$ cat src/lpmr_pkg.sv
package lpmr_pkg;

	// Register offsets (byte addresses)
	localparam logic [11:0] LPMR_CMD_OFS    = 12'h000;
	localparam logic [11:0] LPMR_MODE_OFS   = 12'h004;
	localparam logic [11:0] LPMR_EXT_OFS    = 12'h008;
	localparam logic [11:0] LPMR_STAT_OFS   = 12'h00c;
	localparam logic [11:0] LPMR_BURST_OFS  = 12'h010;
	localparam logic [11:0] LPMR_COL_OFS    = 12'h014;

	// Command register fields
	localparam int LPMR_CMD_ADDR_LSB = 0;
	localparam int LPMR_ADDR_W       = 14;
	localparam int LPMR_CMD_BA_LSB   = 16;
	localparam int LPMR_CMD_CODE_LSB = 20;
	localparam int LPMR_CMD_CKE_BIT  = 24;

	// Mode register fields
	localparam int LPMR_BL_LSB   = 0;
	localparam int LPMR_BT_BIT   = 3;
	localparam int LPMR_RL_LSB   = 4;
	localparam int LPMR_OPM_LSB  = 7;

	localparam logic [2:0] LPMR_BL_2  = 3'h1;
	localparam logic [2:0] LPMR_BL_4  = 3'h2;
	localparam logic [2:0] LPMR_BL_8  = 3'h3;
	localparam logic [2:0] LPMR_BL_16 = 3'h4;
	localparam logic [2:0] LPMR_RL_2  = 3'h2;
	localparam logic [2:0] LPMR_RL_3  = 3'h3;

	localparam logic [13:0] LPMR_MODE_RST = 14'h0000;
	localparam logic [13:0] LPMR_EXT_RST  = 14'h0000;

	localparam logic [1:0] LPMR_BA_STD = 2'h0;
	localparam logic [1:0] LPMR_BA_EXT = 2'h2;

	typedef enum logic [3:0] {
		LPMR_CMD_NOP,
		LPMR_CMD_DESELECT,
		LPMR_CMD_ACTIVE,
		LPMR_CMD_READ,
		LPMR_CMD_WRITE,
		LPMR_CMD_BST,
		LPMR_CMD_PRECHARGE,
		LPMR_CMD_AREF,
		LPMR_CMD_MODE_LOAD
	} lpmr_cmd_t;

	typedef enum logic [2:0] {
		LPMR_PS_ACTIVE,
		LPMR_PS_PRE_PD,
		LPMR_PS_ACT_PD,
		LPMR_PS_SELF_REF,
		LPMR_PS_DEEP_PD
	} lpmr_pstate_t;

	// Column offset for beat k of a burst
	function automatic logic [3:0] lpmr_offset(
		input logic [3:0] start,
		input logic [3:0] k,
		input logic       interleaved,
		input logic [3:0] mask
	);
		logic [3:0] seq;
		seq = (start + k) & mask;
		return interleaved ? ((start ^ k) & mask) : seq;
	endfunction

	function automatic logic [3:0] lpmr_bl_mask(input logic [2:0] bl);
		case (bl)
			LPMR_BL_2:  return 4'h1;
			LPMR_BL_4:  return 4'h3;
			LPMR_BL_8:  return 4'h7;
			LPMR_BL_16: return 4'hf;
			default:    return 4'h0;
		endcase
	endfunction

endpackage

$ cat src/lpmr_cke_fsm.sv
`timescale 1ns/1ps
module lpmr_cke_fsm
	import lpmr_pkg::*;
(
	input  wire logic         hclk,
	input  wire logic         hresetn,
	input  wire logic         step,
	input  wire logic         cke,
	input  wire lpmr_cmd_t    cmd,
	input  wire logic         banks_idle,
	output lpmr_pstate_t      pstate,
	output logic              dpd_exit,
	output logic              exit_viol
);

	logic         cke_prev_q, cke_prev_d;
	lpmr_pstate_t ps_q, ps_d;
	logic         dx_q, dx_d;
	logic         ev_q, ev_d;

	// Action from previous CKE, current CKE and current command
	always_comb begin
		ps_d       = ps_q;
		cke_prev_d = cke_prev_q;
		dx_d       = 1'b0;
		ev_d       = ev_q;
		if (step) begin
			cke_prev_d = cke;
			case ({cke_prev_q, cke})
				2'b10: begin
					if (cmd == LPMR_CMD_BST && banks_idle)
						ps_d = LPMR_PS_DEEP_PD;
					else if (cmd == LPMR_CMD_AREF && banks_idle)
						ps_d = LPMR_PS_SELF_REF;
					else if (banks_idle)
						ps_d = LPMR_PS_PRE_PD;
					else
						ps_d = LPMR_PS_ACT_PD;
				end
				2'b01: begin
					if (cmd != LPMR_CMD_NOP && cmd != LPMR_CMD_DESELECT)
						ev_d = 1'b1;
					if (ps_q == LPMR_PS_DEEP_PD)
						dx_d = 1'b1;
					ps_d = LPMR_PS_ACTIVE;
				end
				default: ps_d = ps_q;
			endcase
		end
	end

	always_ff @(posedge hclk or negedge hresetn) begin
		if (!hresetn) begin
			cke_prev_q <= 1'b1;
			ps_q       <= LPMR_PS_ACTIVE;
			dx_q       <= 1'b0;
			ev_q       <= 1'b0;
		end else begin
			cke_prev_q <= cke_prev_d;
			ps_q       <= ps_d;
			dx_q       <= dx_d;
			ev_q       <= ev_d;
		end
	end

	assign pstate    = ps_q;
	assign dpd_exit  = dx_q;
	assign exit_viol = ev_q;

	property p_dpd_entry;
		@(posedge hclk) disable iff (!hresetn)
		step && cke_prev_q && !cke && cmd == LPMR_CMD_BST && banks_idle
			|=> ps_q == LPMR_PS_DEEP_PD;
	endproperty
	a_dpd_entry: assert property (p_dpd_entry) else $error("deep powerdown not entered");

	property p_hold_low;
		@(posedge hclk) disable iff (!hresetn)
		step && !cke_prev_q && !cke |=> ps_q == $past(ps_q);
	endproperty
	a_hold_low: assert property (p_hold_low) else $error("power state moved with cke low");

endmodule // lpmr_cke_fsm

$ cat src/lpmr_burst_gen.sv
`timescale 1ns/1ps
module lpmr_burst_gen
	import lpmr_pkg::*;
(
	input  wire logic        hclk,
	input  wire logic        hresetn,
	input  wire logic        start,
	input  wire logic [9:0]  col,
	input  wire logic [2:0]  bl,
	input  wire logic        interleaved,
	output logic             busy,
	output logic [9:0]       col_out,
	output logic [3:0]       beat
);

	logic [3:0] k_q, k_d;
	logic [3:0] st_q, st_d;
	logic [9:0] blk_q, blk_d;
	logic [3:0] msk_q, msk_d;
	logic       it_q, it_d;
	logic       bz_q, bz_d;
	logic [3:0] off;

	assign off = lpmr_offset(st_q, k_q, it_q, msk_q);

	always_comb begin
		k_d   = k_q;
		st_d  = st_q;
		blk_d = blk_q;
		msk_d = msk_q;
		it_d  = it_q;
		bz_d  = bz_q;
		if (start) begin
			msk_d = lpmr_bl_mask(bl);
			blk_d = col & ~{6'h00, lpmr_bl_mask(bl)};
			st_d  = col[3:0] & lpmr_bl_mask(bl);
			it_d  = interleaved;
			k_d   = 4'h0;
			bz_d  = 1'b1;
		end else if (bz_q) begin
			k_d = k_q + 4'h1;
			if (k_q == msk_q)
				bz_d = 1'b0;
		end
	end

	always_ff @(posedge hclk or negedge hresetn) begin
		if (!hresetn) begin
			k_q   <= 4'h0;
			st_q  <= 4'h0;
			blk_q <= 10'h000;
			msk_q <= 4'h0;
			it_q  <= 1'b0;
			bz_q  <= 1'b0;
		end else begin
			k_q   <= k_d;
			st_q  <= st_d;
			blk_q <= blk_d;
			msk_q <= msk_d;
			it_q  <= it_d;
			bz_q  <= bz_d;
		end
	end

	assign busy    = bz_q;
	assign col_out = blk_q | {6'h00, off};
	assign beat    = k_q;

	property p_in_block;
		@(posedge hclk) disable iff (!hresetn)
		bz_q |-> (col_out & ~{6'h00, msk_q}) == blk_q;
	endproperty
	a_in_block: assert property (p_in_block) else $error("burst left its block");

	property p_first_beat;
		@(posedge hclk) disable iff (!hresetn)
		start |=> col_out == (blk_q | {6'h00, st_q});
	endproperty
	a_first_beat: assert property (p_first_beat) else $error("first beat not start column");

	property p_seq_step;
		@(posedge hclk) disable iff (!hresetn)
		bz_q && !it_q && k_q != msk_q && !start
			|=> col_out[3:0] == (($past(col_out[3:0]) + 4'h1) & msk_q | (blk_q[3:0]));
	endproperty
	a_seq_step: assert property (p_seq_step) else $error("sequential order broken");

	property p_il_beat;
		@(posedge hclk) disable iff (!hresetn)
		bz_q && it_q |-> (col_out[3:0] & msk_q) == ((st_q ^ k_q) & msk_q);
	endproperty
	a_il_beat: assert property (p_il_beat) else $error("interleaved order broken");

endmodule // lpmr_burst_gen

$ cat src/lpmr_top.sv
`timescale 1ns/1ps
module lpmr_top
	import lpmr_pkg::*;
(
	input  wire logic        hclk,
	input  wire logic        hresetn,
	input  wire logic        hsel,
	input  wire logic [31:0] haddr,
	input  wire logic [1:0]  htrans,
	input  wire logic        hwrite,
	input  wire logic [2:0]  hsize,
	input  wire logic [31:0] hwdata,
	input  wire logic        hready,
	output logic [31:0]      hrdata,
	output logic             hreadyout,
	output logic             hresp,
	output logic [13:0]      mode_reg,
	output logic [13:0]      ext_mode_reg,
	output logic             read_data_valid,
	output logic [9:0]       burst_col,
	output logic             burst_active
);

	// Bus data-phase capture
	logic        wr_q, wr_d;
	logic        rd_q, rd_d;
	logic [11:0] ofs_q, ofs_d;
	logic [31:0] rdat_q, rdat_d;
	logic        hrdy_q, hrdy_d;
	logic        bus_go;

	// Command strobe (one bus write to the command register = one clock edge of the memory)
	logic             step;
	logic             cke;
	lpmr_cmd_t        cmd;
	logic [1:0]       ba;
	logic [13:0]      addr;

	// Mode state
	logic [13:0] mode_q, mode_d;
	logic [13:0] ext_q, ext_d;
	logic        mwr_q, mwr_d;
	logic        mode_bad_q, mode_bad_d;
	logic [3:0]  rl_sh_q, rl_sh_d;
	logic        rdv_q, rdv_d;
	logic [9:0]  bcol_q, bcol_d;
	logic        bact_q, bact_d;
	logic        banks_idle_q, banks_idle_d;

	lpmr_pstate_t pstate;
	logic         dpd_exit;
	logic         exit_viol;
	logic         bg_busy;
	logic [9:0]   bg_col;
	logic [3:0]   bg_beat;
	logic         rd_or_wr;

	assign bus_go = hsel && hready && htrans[1];
	assign step   = wr_q && ofs_q == LPMR_CMD_OFS;
	assign addr   = hwdata[LPMR_CMD_ADDR_LSB +: LPMR_ADDR_W];
	assign ba     = hwdata[LPMR_CMD_BA_LSB +: 2];
	assign cmd    = lpmr_cmd_t'(hwdata[LPMR_CMD_CODE_LSB +: 4]);
	assign cke    = hwdata[LPMR_CMD_CKE_BIT];
	assign rd_or_wr = step && cke && (cmd == LPMR_CMD_READ || cmd == LPMR_CMD_WRITE);

	lpmr_cke_fsm u_cke (
		.hclk       (hclk),
		.hresetn    (hresetn),
		.step       (step),
		.cke        (cke),
		.cmd        (cmd),
		.banks_idle (banks_idle_q),
		.pstate     (pstate),
		.dpd_exit   (dpd_exit),
		.exit_viol  (exit_viol)
	);

	lpmr_burst_gen u_burst (
		.hclk        (hclk),
		.hresetn     (hresetn),
		.start       (rd_or_wr),
		.col         (addr[9:0]),
		.bl          (mode_q[LPMR_BL_LSB +: 3]),
		.interleaved (mode_q[LPMR_BT_BIT]),
		.busy        (bg_busy),
		.col_out     (bg_col),
		.beat        (bg_beat)
	);

	function automatic logic [31:0] rd_mux(input logic [11:0] o);
		case (o)
			LPMR_MODE_OFS:  return {18'h0_0000, mode_q};
			LPMR_EXT_OFS:   return {18'h0_0000, ext_q};
			LPMR_STAT_OFS:  return {26'h000_0000, exit_viol, mode_bad_q, banks_idle_q,
				pstate};
			LPMR_BURST_OFS: return {27'h000_0000, bg_busy, bg_beat};
			LPMR_COL_OFS:   return {22'h00_0000, bg_col};
			default:        return 32'h0000_0000;
		endcase
	endfunction

	always_comb begin
		wr_d         = bus_go && hwrite;
		rd_d         = bus_go && !hwrite;
		ofs_d        = bus_go ? haddr[11:0] : ofs_q;
		rdat_d       = rd_q ? rd_mux(ofs_q) : rdat_q;
		hrdy_d       = !(bus_go && !hwrite);
		mode_d       = mode_q;
		ext_d        = ext_q;
		mwr_d        = 1'b0;
		mode_bad_d   = mode_bad_q;
		banks_idle_d = banks_idle_q;
		if (step && cke && cmd == LPMR_CMD_MODE_LOAD && banks_idle_q) begin
			if (ba == LPMR_BA_STD) begin
				mode_d     = addr;
				mwr_d      = 1'b1;
				mode_bad_d = addr[LPMR_ADDR_W-1:LPMR_OPM_LSB] != '0;
			end else if (ba == LPMR_BA_EXT) begin
				ext_d = addr;
			end
		end
		if (step && cke && cmd == LPMR_CMD_ACTIVE)
			banks_idle_d = 1'b0;
		if (step && cke && cmd == LPMR_CMD_PRECHARGE && addr[10])
			banks_idle_d = 1'b1;
		if (dpd_exit) begin
			mode_d       = LPMR_MODE_RST;
			ext_d        = LPMR_EXT_RST;
			banks_idle_d = 1'b1;
		end
	end

	// Read latency pipeline: first data flagged 1 (RL 2) or 2 (RL 3) command edges after the read
	always_comb begin
		rl_sh_d = rl_sh_q;
		rdv_d   = 1'b0;
		if (step) begin
			rl_sh_d = {rl_sh_q[2:0], step && cke && cmd == LPMR_CMD_READ};
			case (mode_q[LPMR_RL_LSB +: 3])
				LPMR_RL_2: rdv_d = rl_sh_q[0];
				LPMR_RL_3: rdv_d = rl_sh_q[1];
				default:   rdv_d = 1'b0;
			endcase
		end
		bcol_d = bg_col;
		bact_d = bg_busy;
	end

	always_ff @(posedge hclk or negedge hresetn) begin
		if (!hresetn) begin
			wr_q         <= 1'b0;
			rd_q         <= 1'b0;
			ofs_q        <= 12'h000;
			rdat_q       <= 32'h0000_0000;
			hrdy_q       <= 1'b1;
			mode_q       <= LPMR_MODE_RST;
			ext_q        <= LPMR_EXT_RST;
			mwr_q        <= 1'b0;
			mode_bad_q   <= 1'b0;
			banks_idle_q <= 1'b1;
			rl_sh_q      <= 4'h0;
			rdv_q        <= 1'b0;
			bcol_q       <= 10'h000;
			bact_q       <= 1'b0;
		end else begin
			wr_q         <= wr_d;
			rd_q         <= rd_d;
			ofs_q        <= ofs_d;
			rdat_q       <= rdat_d;
			hrdy_q       <= hrdy_d;
			mode_q       <= mode_d;
			ext_q        <= ext_d;
			mwr_q        <= mwr_d;
			mode_bad_q   <= mode_bad_d;
			banks_idle_q <= banks_idle_d;
			rl_sh_q      <= rl_sh_d;
			rdv_q        <= rdv_d;
			bcol_q       <= bcol_d;
			bact_q       <= bact_d;
		end
	end

	assign hrdata          = rdat_q;
	assign hreadyout       = hrdy_q;
	assign hresp           = 1'b0;
	assign mode_reg        = mode_q;
	assign ext_mode_reg    = ext_q;
	assign read_data_valid = rdv_q;
	assign burst_col       = bcol_q;
	assign burst_active    = bact_q;

	property p_std_load;
		@(posedge hclk) disable iff (!hresetn)
		step && cke && cmd == LPMR_CMD_MODE_LOAD && ba == LPMR_BA_STD && banks_idle_q
			&& !dpd_exit |=> mode_q == $past(addr);
	endproperty
	a_std_load: assert property (p_std_load) else $error("standard register not loaded");

	property p_ext_only;
		@(posedge hclk) disable iff (!hresetn)
		step && cmd == LPMR_CMD_MODE_LOAD && ba == LPMR_BA_EXT && !dpd_exit
			|=> mode_q == $past(mode_q);
	endproperty
	a_ext_only: assert property (p_ext_only) else $error("extended load hit standard");

	property p_retain;
		@(posedge hclk) disable iff (!hresetn)
		!(step && cmd == LPMR_CMD_MODE_LOAD) && !dpd_exit |=> $stable(mode_q);
	endproperty
	a_retain: assert property (p_retain) else $error("mode register changed");

	property p_rl2;
		@(posedge hclk) disable iff (!hresetn)
		rdv_q && mode_q[LPMR_RL_LSB +: 3] == LPMR_RL_2 |-> $past(rl_sh_q[0]);
	endproperty
	a_rl2: assert property (p_rl2) else $error("latency two mistimed");

endmodule // lpmr_top

$ cat config.mk
export PLATFORM = sky130hd
export DESIGN_NAME = lpmr_top
export DESIGN_NICKNAME = d
export VERILOG_FILES = /design/src/lpmr_pkg.sv /design/src/lpmr_cke_fsm.sv /design/src/lpmr_burst_gen.sv /design/src/lpmr_top.sv
export SDC_FILE = /design/constraint.sdc
export NUM_CORES = 1
export LEC_CHECK = 0
export BUFFER_PORTS_ARGS = -buffer_cell sky130_fd_sc_hd__clkbuf_2
export CAP_MARGIN = 30
export CORE_UTILIZATION = 55
export DETAILED_ROUTE_END_ITERATION = 8
export GPL_ROUTABILITY_DRIVEN = 0
export GPL_TIMING_DRIVEN = 0
export PLACE_DENSITY = 0.93
export SLEW_MARGIN = 15
export SYNTH_ARGS = -nofsm -noshare
export SYNTH_HDL_FRONTEND = slang
export SYNTH_SLANG_ARGS = --single-unit
export TNS_END_PERCENT = 100
$ cat constraint.sdc
create_clock -name hclk -period 6.2 [get_ports hclk]
set_input_delay 0.62 -clock hclk [delete_from_list [all_inputs] [get_ports hclk]]
set_output_delay 0.62 -clock hclk [all_outputs]
set_load 0.02 [all_outputs]
==> flow_summary_export.csv, run 1 <==
group,metric,value,unit
outcome,status,"completed",
final_layout,layout.nets,629,
floorplan,rows,33,
route,drtPass1Iterations,5,
worst_setup_path,cp_slowest_cell,"nor4b_4",
pwr,p_comb_share,17.4,%
synthesis,ys_ff_latch,103,
floorplan,ios,148,
global_routing,grt_pass1_wl,18.7,mm
clocking,post_cts_buffers,0,
clocking,numCtsBuffers,9,
clocking,cts.clk_slew.worst_paths,0.09,ns
worst_setup_path,cp.required,6.46,ns
global_routing,grt.total_usage,27.6,%
final_layout,fin_area,5720,sq um
global_routing,grt_start_max_net_pins,104,
clocking,ctsRootBufferMaster,"clkbuf_8",
synthesis,ys_async_sr_fraction,100,%
global_routing,grt_pass1_vias,3668,
floorplan,start_util,57.9,%
synthesis,syn_inst,430,
clocking,clk-insertion-delay-late,0.38,ns
synthesis,ys_seq_area_share,53.2,%
clocking,cts-hold-fix-buffers,0,
pwr,intPower,1.03,mW
synthesis,synth_ff_type,"dfrtp_1",
worst_setup_path,crit_fanout,10,
worst_setup_path,cp_cell_sequence,"buf_2, nor4b_4, nand4_4, nor4b_4, buf_6, mux2_1",
final_layout,fillCellCount,618,
pwr,leakage,2.93,nW
worst_setup_path,cp.arrival,2.75,ns
worst_setup_path,slowest_delay,0.65,ns
timing,tns,0,ns
route,drt_drc_violations_left,0,
pwr,pwr-share-clk,30.3,%
route,postRouteAntennaNets,0,
synthesis,avgSynthCellArea,11.3,sq um
timing,relSlewSlack,47.1,%
final_layout,multiInputGateArea,1980,sq um
synthesis,yosys.area.top_type,"dfrtp_1",
global_routing,overflow,0,
route,num_vias,3800,
pwr,vdd_drop_max,0.000164,V
worst_setup_path,worstSetupPathType,"reg -> reg",
hold_path,hold_class,"in -> async",
place,pre_cts_slack,3.75,ns
timing,layout_setup_ws,3.70,ns
pwr,swShare,28.8,%
synthesis,ys_top_cells_by_area,"dfrtp_1 52%, mux2i_1 7.8%, mux2_2 5.3%",
clocking,cts_tree,"yes",
clocking,cts_resized,0,
timing,fmax,0.401,GHz
final_layout,syn2layout_area_growth,17.8,%
synthesis,netlist.area_leader.share,51.5,%
route,drt_iter0_markers,357,
timing,tightest_slew,0.794,ns
timing,slew_violations,0,
floorplan,die-area,9210,sq um
synthesis,synth_common_cells,"100 x dfrtp_1, 47 x nor2_1, 38 x mux2i_1, 25 x inv_1, 23 x mux2_2",
timing,clock_skew,0.00843,ns
pwr,p_per_area,252,nW/um^2
final_layout,diodes,0,
place,placed_area,5510,sq um
timing,holdWs,0.323,ns
worst_setup_path,crit_top_cell,"nor4b_4",
pwr,pwr-share-seq,52.3,%
place,place_hpwl,8.33,mm
timing,setup_viol,0,
synthesis,synth.distinct_cells,53,
job,max_cap_viol_count,0,
clocking,cts_max_level,3,
timing,period_needed,2.50,ns
clocking,cts_max_path_buffers,2,
place,portBuffers,90,
route,wl,11.6,mm
synthesis,yosysMostFrequentCell,"dfrtp_1",
synthesis,yosys_warnings,0,
worst_setup_path,cp_top_family,"simple AND/OR/NAND/NOR gates",
final_layout,drive_gt1_share,30.0,%
synthesis,synth_edf_count,0,
floorplan,die_x,96.0,um
final_layout,final-seq-area,2580,sq um
worst_setup_path,cp_num_buf_inv,2,
timing,grt_setup_unrepaired,"false",
floorplan,core-area,8380,sq um
route,routedWlPerCell,17.6,um
pwr,fin_total_pwr,1.44,mW
pwr,p_switching,0.416,mW
clocking,cts_sinks,103,
worst_setup_path,cp-start-kind,"flip-flop",
floorplan,die_height,96.0,um
timing,period_share,40.3,%
timing,hold_violations,0,
global_routing,antenna_found_initial,0,
worst_setup_path,critPathCaptureType,"flip-flop",
synthesis,syn_area,4860,sq um
route,vias_per_cell,5.77,
path summary, 6_finish.rpt:
check | start | cells past startpoint | to | slack (ns)
setup / recovery | ofs_q[3] | 6 | u_burst.blk_q[8] | 3.70
hold / removal | hresetn | 1 | burst_active | 0.32
setup reg to reg | ofs_q[3] | 6 | u_burst.blk_q[8] | 3.70
hold reg to reg | u_burst.busy | 0 | burst_active | 0.38
max in group asynchronous | hresetn | 1 | mode_reg[10] | 5.34
min in group hclk | u_burst.busy | 0 | burst_active | 0.38
metrics by stage:
step                utilization [%]  cells
floorplan                         -    448
CTS                            68.3    659
global route                   68.3    659
global placement               65.7    643
detailed placement             65.8    643
finish                         68.3    659
layout by cell type (no fill, tap or decap), drive strengths merged, types with 4 or more instances in the layout:
cell	instances
buf	29
nand2b	5
a32oi	4
nand2	10
a31oi	4
conb	19
a22oi	7
nor4	4
ha	5
nand4	7
mux2	28
a21oi	5
nand3b	4
xnor2	8
o22ai	10
nor2	47
mux2i	38
inv	25
nand3	12
nor2b	6
clkbuf	116
o21ai	14
o2bb2ai	5
nor3	4
nor4b	4
dfrtp	100
final cells by class:
class / count / share of cell area, %
clock buffers: 11 / 2.65
well taps: 105 / 2.30
clock inverters: 5 / 0.984
repair buffers: 90 / 8.03
flip-flops and latches: 103 / 45.1
multi-input cells: 276 / 34.6
inverters: 25 / 1.64
plain buffers: 44 / 4.68
layer usage:
metal  vias up  routed length [um]  global-route usage (%)
li1       1707                   -                       -
met1      1883                4630                    35.7
met2       185                5940                    45.8
met3        25                 797                    4.27
met4         0                 265                    12.6
met5         -                   0                       0
cell families after synthesis:
logic type                 synth area share [%]
AOI/OAI and AO/OA                          8.61
xor gates and xnor gates                   1.80
adders and majority gates                  1.70
buffers and inverters                      7.45
DFF                                        53.2
muxes                                      14.3
other                                    0.0772
and+or+nand+nor                            12.9
power groups by stage:
stage,logic [mW],clock network [mW],registers [mW]
final,0.251,0.438,0.755
after global routing,0.284,0.468,0.760
after CTS,0.249,0.439,0.754
after global placement,0.234,0,0.763
after detailed placement,0.246,0,0.767
after floorplan,0.173,0,0.759
Note: power is estimated with default switching activity, not from simulation.
==> run 2: changes to the inputs <==
--- a/config.mk
+++ b/config.mk
@@ -5,13 +5,14 @@
 export SDC_FILE = /design/constraint.sdc
 export NUM_CORES = 1
 export LEC_CHECK = 0
+export ABC_AREA = 1
 export BUFFER_PORTS_ARGS = -buffer_cell sky130_fd_sc_hd__clkbuf_2
 export CAP_MARGIN = 30
-export CORE_UTILIZATION = 55
+export CORE_UTILIZATION = 52
 export DETAILED_ROUTE_END_ITERATION = 8
 export GPL_ROUTABILITY_DRIVEN = 0
 export GPL_TIMING_DRIVEN = 0
-export PLACE_DENSITY = 0.93
+export PLACE_DENSITY = 0.88
 export SLEW_MARGIN = 15
 export SYNTH_ARGS = -nofsm -noshare
 export SYNTH_HDL_FRONTEND = slang
==> constraint.sdc (replaced) <==
create_clock -name hclk -period 2.4 [get_ports hclk]
set_input_delay 0.24 -clock hclk [delete_from_list [all_inputs] [get_ports hclk]]
set_output_delay 0.24 -clock hclk [all_outputs]
set_load 0.02 [all_outputs]
==> run 2 against run 1 <==
Net effect:
- flip-flop and latch count is the same
- worst setup slack lost 3.3 ns
- highest routed layer unchanged
- critical path type unchanged
- critical path depth grew 2
- hold slack worse by 0.26 ns
- largest cell class unchanged
- utilization decreased by 5.1 points
==> flow_summary_export.csv, run 2 <==
group,metric,value,unit
clocking,cts_max_path_buffers,2,
final_layout,final-seq-area,2580,sq um
final_layout,final_common_cell,"nand2_1",
synthesis,synth_edf_count,0,
clocking,cts_sinks,103,
synthesis,syn_area,5200,sq um
synthesis,yosys_warnings,0,
timing,slew_violations,0,
place,pre_cts_slack,0.388,ns
route,wl_met1,5.37,mm
route,drtPass1Iterations,6,
route,drt_drc_violations_left,0,
clocking,clk-insertion-delay-late,0.38,ns
synthesis,yosysMostFrequentCell,"nand2_1",
synthesis,yosys.area.top_type,"dfrtp_1",
synthesis,ys_top_cells_by_area,"dfrtp_1 48%, nand2_1 11%, nand3_1 9.9%",
worst_setup_path,cp_top_family,"adder cells",
route,wl_met2,6.56,mm
worst_setup_path,cp-start-kind,"flip-flop",
route,drt_iter0_markers,449,
worst_setup_path,critPathCaptureType,"flip-flop",
timing,fmax,0.489,GHz
timing,hold_violations,0,
synthesis,avgSynthCellArea,8.27,sq um
worst_setup_path,cp_slowest_cell,"fa_1",
route,routedWlPerCell,15.1,um
route,dr_wl_met3,976,um
worst_setup_path,cp.arrival,2.35,ns
floorplan,die_height,102,um
global_routing,grt_start_max_net_pins,104,
global_routing,grt_pass1_wl,21.3,mm
synthesis,netlist.area_leader.share,48.1,%
synthesis,synth.distinct_cells,36,
final_layout,fillCellCount,812,
final_layout,layout.nets,831,
route,top_layer,"met4",
place,place_hpwl,9.79,mm
floorplan,die_x,102,um
timing,period_needed,2.05,ns
timing,tightest_slew,0.803,ns
floorplan,rows,36,
global_routing,grt.total_usage,26.8,%
timing,clock_skew,0.0154,ns
worst_setup_path,cp_cell_sequence,"ha_1, fa_1, o21ai_0, o21ai_0, nand2_1, nand2_1, nor2_1, a21oi_1",
clocking,cts_max_level,3,
timing,grt_setup_unrepaired,"false",
worst_setup_path,cp_num_buf_inv,0,
route,vias_per_cell,5.37,
floorplan,die-area,10400,sq um
global_routing,antenna_found_initial,0,
timing,holdWs,0.0587,ns
place,portBuffers,92,
synthesis,ys_ff_latch,103,
worst_setup_path,slowest_delay,0.51,ns
worst_setup_path,crit_fanout,6,
clocking,post_cts_buffers,0,
final_layout,drive_gt1_share,23.9,%
global_routing,grt_pass1_vias,4568,
job,max_cap_viol_count,0,
clocking,cts_resized,0,
pwr,vdd_drop_max,0.000250,V
final_layout,syn2layout_area_growth,18.1,%
synthesis,synth_common_cells,"152 x nand2_1, 103 x nand3_1, 100 x dfrtp_1, 59 x nor2_1, 56 x inv_1",
pwr,leakage,3.44,nW
route,postRouteAntennaNets,0,
global_routing,overflow,0,
timing,period_share,85.2,%
worst_setup_path,cp.required,2.70,ns
final_layout,diodes,0,
final_layout,multiInputGateArea,2160,sq um
timing,setup_viol,0,
timing,relSlewSlack,46.5,%
synthesis,synth_ff_type,"dfrtp_1",
outcome,status,"completed",
synthesis,ys_async_sr_fraction,100,%
clocking,cts.clk_slew.worst_paths,0.10,ns
worst_setup_path,worstSetupPathType,"reg -> reg",
floorplan,start_util,53.5,%
synthesis,ys_seq_area_share,49.6,%
clocking,cts_tree,"yes",
clocking,ctsRootBufferMaster,"clkbuf_8",
hold_path,hold_class,"in -> reg",
route,num_vias,4777,
pwr,p_per_area,554,nW/um^2
floorplan,ios,148,
route,wl,13.4,mm
final_layout,post-route-util,63.2,%
final_layout,final_cell_mix,"152 x nand2_1, 103 x nand3_1, 100 x dfrtp_1, 91 x clkbuf_2, 59 x nor2_1",
timing,layout_setup_ws,0.354,ns
floorplan,core-area,9730,sq um
synthesis,syn_inst,629,
clocking,numCtsBuffers,9,
run 2: changes by cell type after synthesis, sizes merged, moves of 6 or more:
cell and change:
mux2i -37, nor2 +20, nor2b -6, o22ai -10, mux2 -24, a21oi +12, nand2 +148, clkbuf -7
inv +37, buf +6, a22oi -7, o21ai +19, nand3 +91
run 2: per-layer routing:
layer | GRT usage (%) | vias up
li1 | - | 2223
met1 | 34.3 | 2248
met2 | 44.4 | 252
met3 | 4.38 | 54
met4 | 13.3 | 0
met5 | 0 | -
run 2: repair_timing:
| item | 4_1_cts | 5_1_grt |
|---|---|---|
| hold buffers | 1 | 0 |
| endpoints found under the setup margin | 0 | 0 |
| hold endpoints to repair | 91 | 0 |
run 2: through the flow:
step	std cells	power (mW)	instance area, sq um	setup TNS, ns
global route	889	3.51	6140	0
CTS	889	3.40	6140	0
finish	889	3.40	6140	0
global placement	872	2.17	5900	-15.50
floorplan	647	2.05	5270	0
detailed placement	872	2.18	5900	0
run 2: worst paths after layout:
path                                  from              end  slack (ns)  cells past startpoint
hold / removal                      hwrite             rd_q        0.06                      2
setup / recovery           u_burst.beat[0]        hrdata[1]        0.35                      8
min in group asynchronous          hresetn     burst_active        0.51                      2
setup reg to reg           u_burst.beat[0]        hrdata[1]        0.35                      8
hold reg to reg               u_burst.busy     burst_active        0.38                      0
max in group asynchronous          hresetn  u_cke.pstate[0]        1.33                      2
run 2: area by class of cell:
class	instances	share of cell area, %
Buffer	43	4.74
Clock buffer	10	2.24
Clock inverter	6	1.51
Inverter	62	3.79
Multi-Input combinational cell	439	35.2
Sequential cell	103	42.0
Tap cell	133	2.71
Timing Repair Buffer	93	7.80
run 2: kinds of logic (layout without fill, tap and decap cells):
kind of cell	Yosys count	in the layout	synth area share (%)
xor+xnor	6	6	1.01
other cells	1	19	0.0721
buf+inv	105	214	10.1
simple gates	351	351	30.6
flops	103	103	49.6
fa+ha+maj	6	6	1.59
compound gates	52	52	5.92
mux	5	5	1.06
run 2: worst reg2reg max path, cell delays in order, from the launching register on:
cell,delay [ns]
dfrtp_1,0.48
ha_1,0.28
fa_1,0.51
o21ai_0,0.08
o21ai_0,0.29
nand2_1,0.11
nand2_1,0.08
nor2_1,0.04
a21oi_1,0.11
run 2: report_power, final:
group	switching (mW)	internal [mW]
Sequential	0.0366	1.78
Clock	0.627	0.621
Combinational	0.227	0.105
==> run 3: changes to the inputs <==
==> constraint.sdc (replaced) <==
create_clock -name hclk -period 2.4 [get_ports hclk]
set_input_delay 0.48 -clock hclk [delete_from_list [all_inputs] [get_ports hclk]]
set_output_delay 0.48 -clock hclk [all_outputs]
set_load 0.02 [all_outputs]
==> run 3 against run 2 <==
Net effect:
- total power down 0.10%
- highest routed layer unchanged
- global-route usage is essentially flat
- worst setup slack got worse by 0.0058 ns
- first-iteration DRC count down 2.7%
- final cell count is 0.11% lower
- flip-flop and latch count unchanged
- non-clock buffer count down 1
- largest cell class unchanged
- combinational power is essentially flat
- largest power group unchanged
==> flow_summary_export.csv, run 3 (same netlist as run 2, synthesis figures left out) <==
group,metric,value,unit
route,postRouteAntennaNets,0,
pwr,vdd_drop_max,0.000249,V
timing,hold_violations,0,
job,max_cap_viol_count,0,
clocking,post_cts_buffers,0,
clocking,cts_max_level,3,
clocking,numCtsBuffers,9,
global_routing,grt.total_usage,26.8,%
pwr,swShare,26.1,%
clocking,cts_sinks,103,
clocking,cts.clk_slew.worst_paths,0.10,ns
clocking,ctsRootBufferMaster,"clkbuf_8",
pwr,leakage,3.43,nW
global_routing,grt_pass1_wl,21.3,mm
route,drt_iter0_markers,437,
timing,tns,0,ns
clocking,cts_tree,"yes",
place,portBuffers,92,
route,num_vias,4784,
worst_setup_path,cp-start-kind,"flip-flop",
worst_setup_path,worstSetupEndpoint,"hrdata[1]",
timing,setup_viol,0,
pwr,intPower,2.51,mW
pwr,p_comb_share,9.7,%
worst_setup_path,reg2reg_from,"u_burst.beat[0]",
clocking,cts_resized,0,
timing,period_share,85.5,%
route,drtPass1Iterations,6,
final_layout,syn2layout_area_growth,17.9,%
timing,period_needed,2.05,ns
floorplan,rows,36,
floorplan,ios,148,
floorplan,die-area,10400,sq um
global_routing,grt_pass1_vias,4556,
worst_setup_path,crit_fanout,6,
worst_setup_path,cp.required,2.70,ns
worst_setup_path,critPathCaptureType,"flip-flop",
place,place_hpwl,9.79,mm
global_routing,antenna_found_initial,0,
pwr,pwr-share-clk,36.7,%
floorplan,die_x,102,um
route,vias_per_cell,5.39,
timing,relSlewSlack,46.1,%
global_routing,grt_start_max_net_pins,104,
final_layout,drive_gt1_share,24.0,%
global_routing,overflow,0,
timing,slew_violations,0,
clocking,clk-insertion-delay-late,0.38,ns
final_layout,final_common_cell,"nand2_1",
final_layout,diodes,0,
final_layout,final_cell_mix,"152 x nand2_1, 103 x nand3_1, 100 x dfrtp_1, 91 x clkbuf_2, 59 x nor2_1",
worst_setup_path,startpoint,"u_burst.beat[0]",
worst_setup_path,cp.arrival,2.35,ns
pwr,pwr-share-seq,53.6,%
clocking,cts-hold-fix-buffers,0,
route,wl,13.4,mm
route,drt_drc_violations_left,0,
route,routedWlPerCell,15.1,um
timing,grt_setup_unrepaired,"false",
floorplan,start_util,53.5,%
clocking,cts_max_path_buffers,2,
floorplan,core-area,9730,sq um
final_layout,layout.nets,830,
floorplan,die_height,102,um
final_layout,post-route-util,63.1,%
pwr,p_switching,0.888,mW
worst_setup_path,r2r_slack,0.35,ns
worst_setup_path,worstSetupPathType,"reg -> reg",
pwr,p_per_area,554,nW/um^2
worst_setup_path,r2r_cells,8,
final_layout,fillCellCount,813,
timing,fmax,0.487,GHz
timing,clock_skew,0.0137,ns
worst_setup_path,reg2reg_to,"hrdata[1]",
hold_path,hold_class,"in -> async",
outcome,status,"completed",
timing,tightest_slew,0.809,ns
[run 3: changes by cell type in the layout (fill, tap and decap cells not counted)]
cell           before  now
dlygate4sd3_1       1    0
[run 3: through the flow]
| step | power [mW] | instance area [sq um] | hold slack, ns | instances | setup WS, ns |
|---|---|---|---|---|---|
| finish | 3.40 | 6130 | 0.169 | 888 | 0.349 |
| detailed placement | 2.18 | 5900 | 0.363 | 872 | 0.388 |
| CTS | 3.40 | 6130 | 0.224 | 888 | 0.346 |
| floorplan | 2.05 | 5270 | 0.184 | 647 | 0.669 |
| global placement | 2.17 | 5900 | 0.361 | 872 | -0.401 |
| global route | 3.51 | 6130 | 0.253 | 888 | 0.206 |
[run 3: worst max-delay path, cell delays in order, from the launching register on]
cell,delay [ns]
dfrtp_1,0.48
ha_1,0.27
fa_1,0.51
o21ai_0,0.08
o21ai_0,0.30
nand2_1,0.11
nand2_1,0.07
nor2_1,0.04
a21oi_1,0.11
[run 3: cell type report]
class | instances | area (sq um) | area share [%]
Tap cell | 133 | 166 | 2.71
Multi-Input combinational cell | 439 | 2160 | 35.3
Sequential cell | 103 | 2580 | 42.1
Clock buffer | 10 | 138 | 2.24
Inverter | 62 | 233 | 3.79
Timing Repair Buffer | 92 | 469 | 7.65
Clock inverter | 6 | 92.6 | 1.51
Buffer | 43 | 292 | 4.75
[run 3: routing by layer]
metal | global-route usage (%) | vias to the layer above | routed length, um
met5 | 0 | - | 0
met4 | 13.3 | 0 | 461
met3 | 4.38 | 50 | 1180
met2 | 44.3 | 284 | 6540
met1 | 34.3 | 2230 | 5240
li1 | - | 2220 | -
[run 3: worst min path at each step]
stage                       startpoint               to  slack [ns]  depth (start not counted)
final                          hresetn  u_burst.st_q[1]        0.17                          1
after CTS                      hresetn        hrdata[5]        0.22                          1
after detailed placement  u_burst.busy     burst_active        0.36                          0
after floorplan                hresetn     burst_active        0.18                          0
after global routing           hresetn  u_burst.st_q[1]        0.25                          1
after global placement    u_burst.busy     burst_active        0.36                          0
[run 3: power by group through the flow]
stage                     combinational (mW)  clock (mW)  sequential (mW)
after global placement                 0.315           0             1.85
final                                  0.330        1.25             1.82
after global routing                   0.365        1.32             1.83
after floorplan                        0.186           0             1.86
after detailed placement               0.327           0             1.85
after CTS                              0.329        1.25             1.82
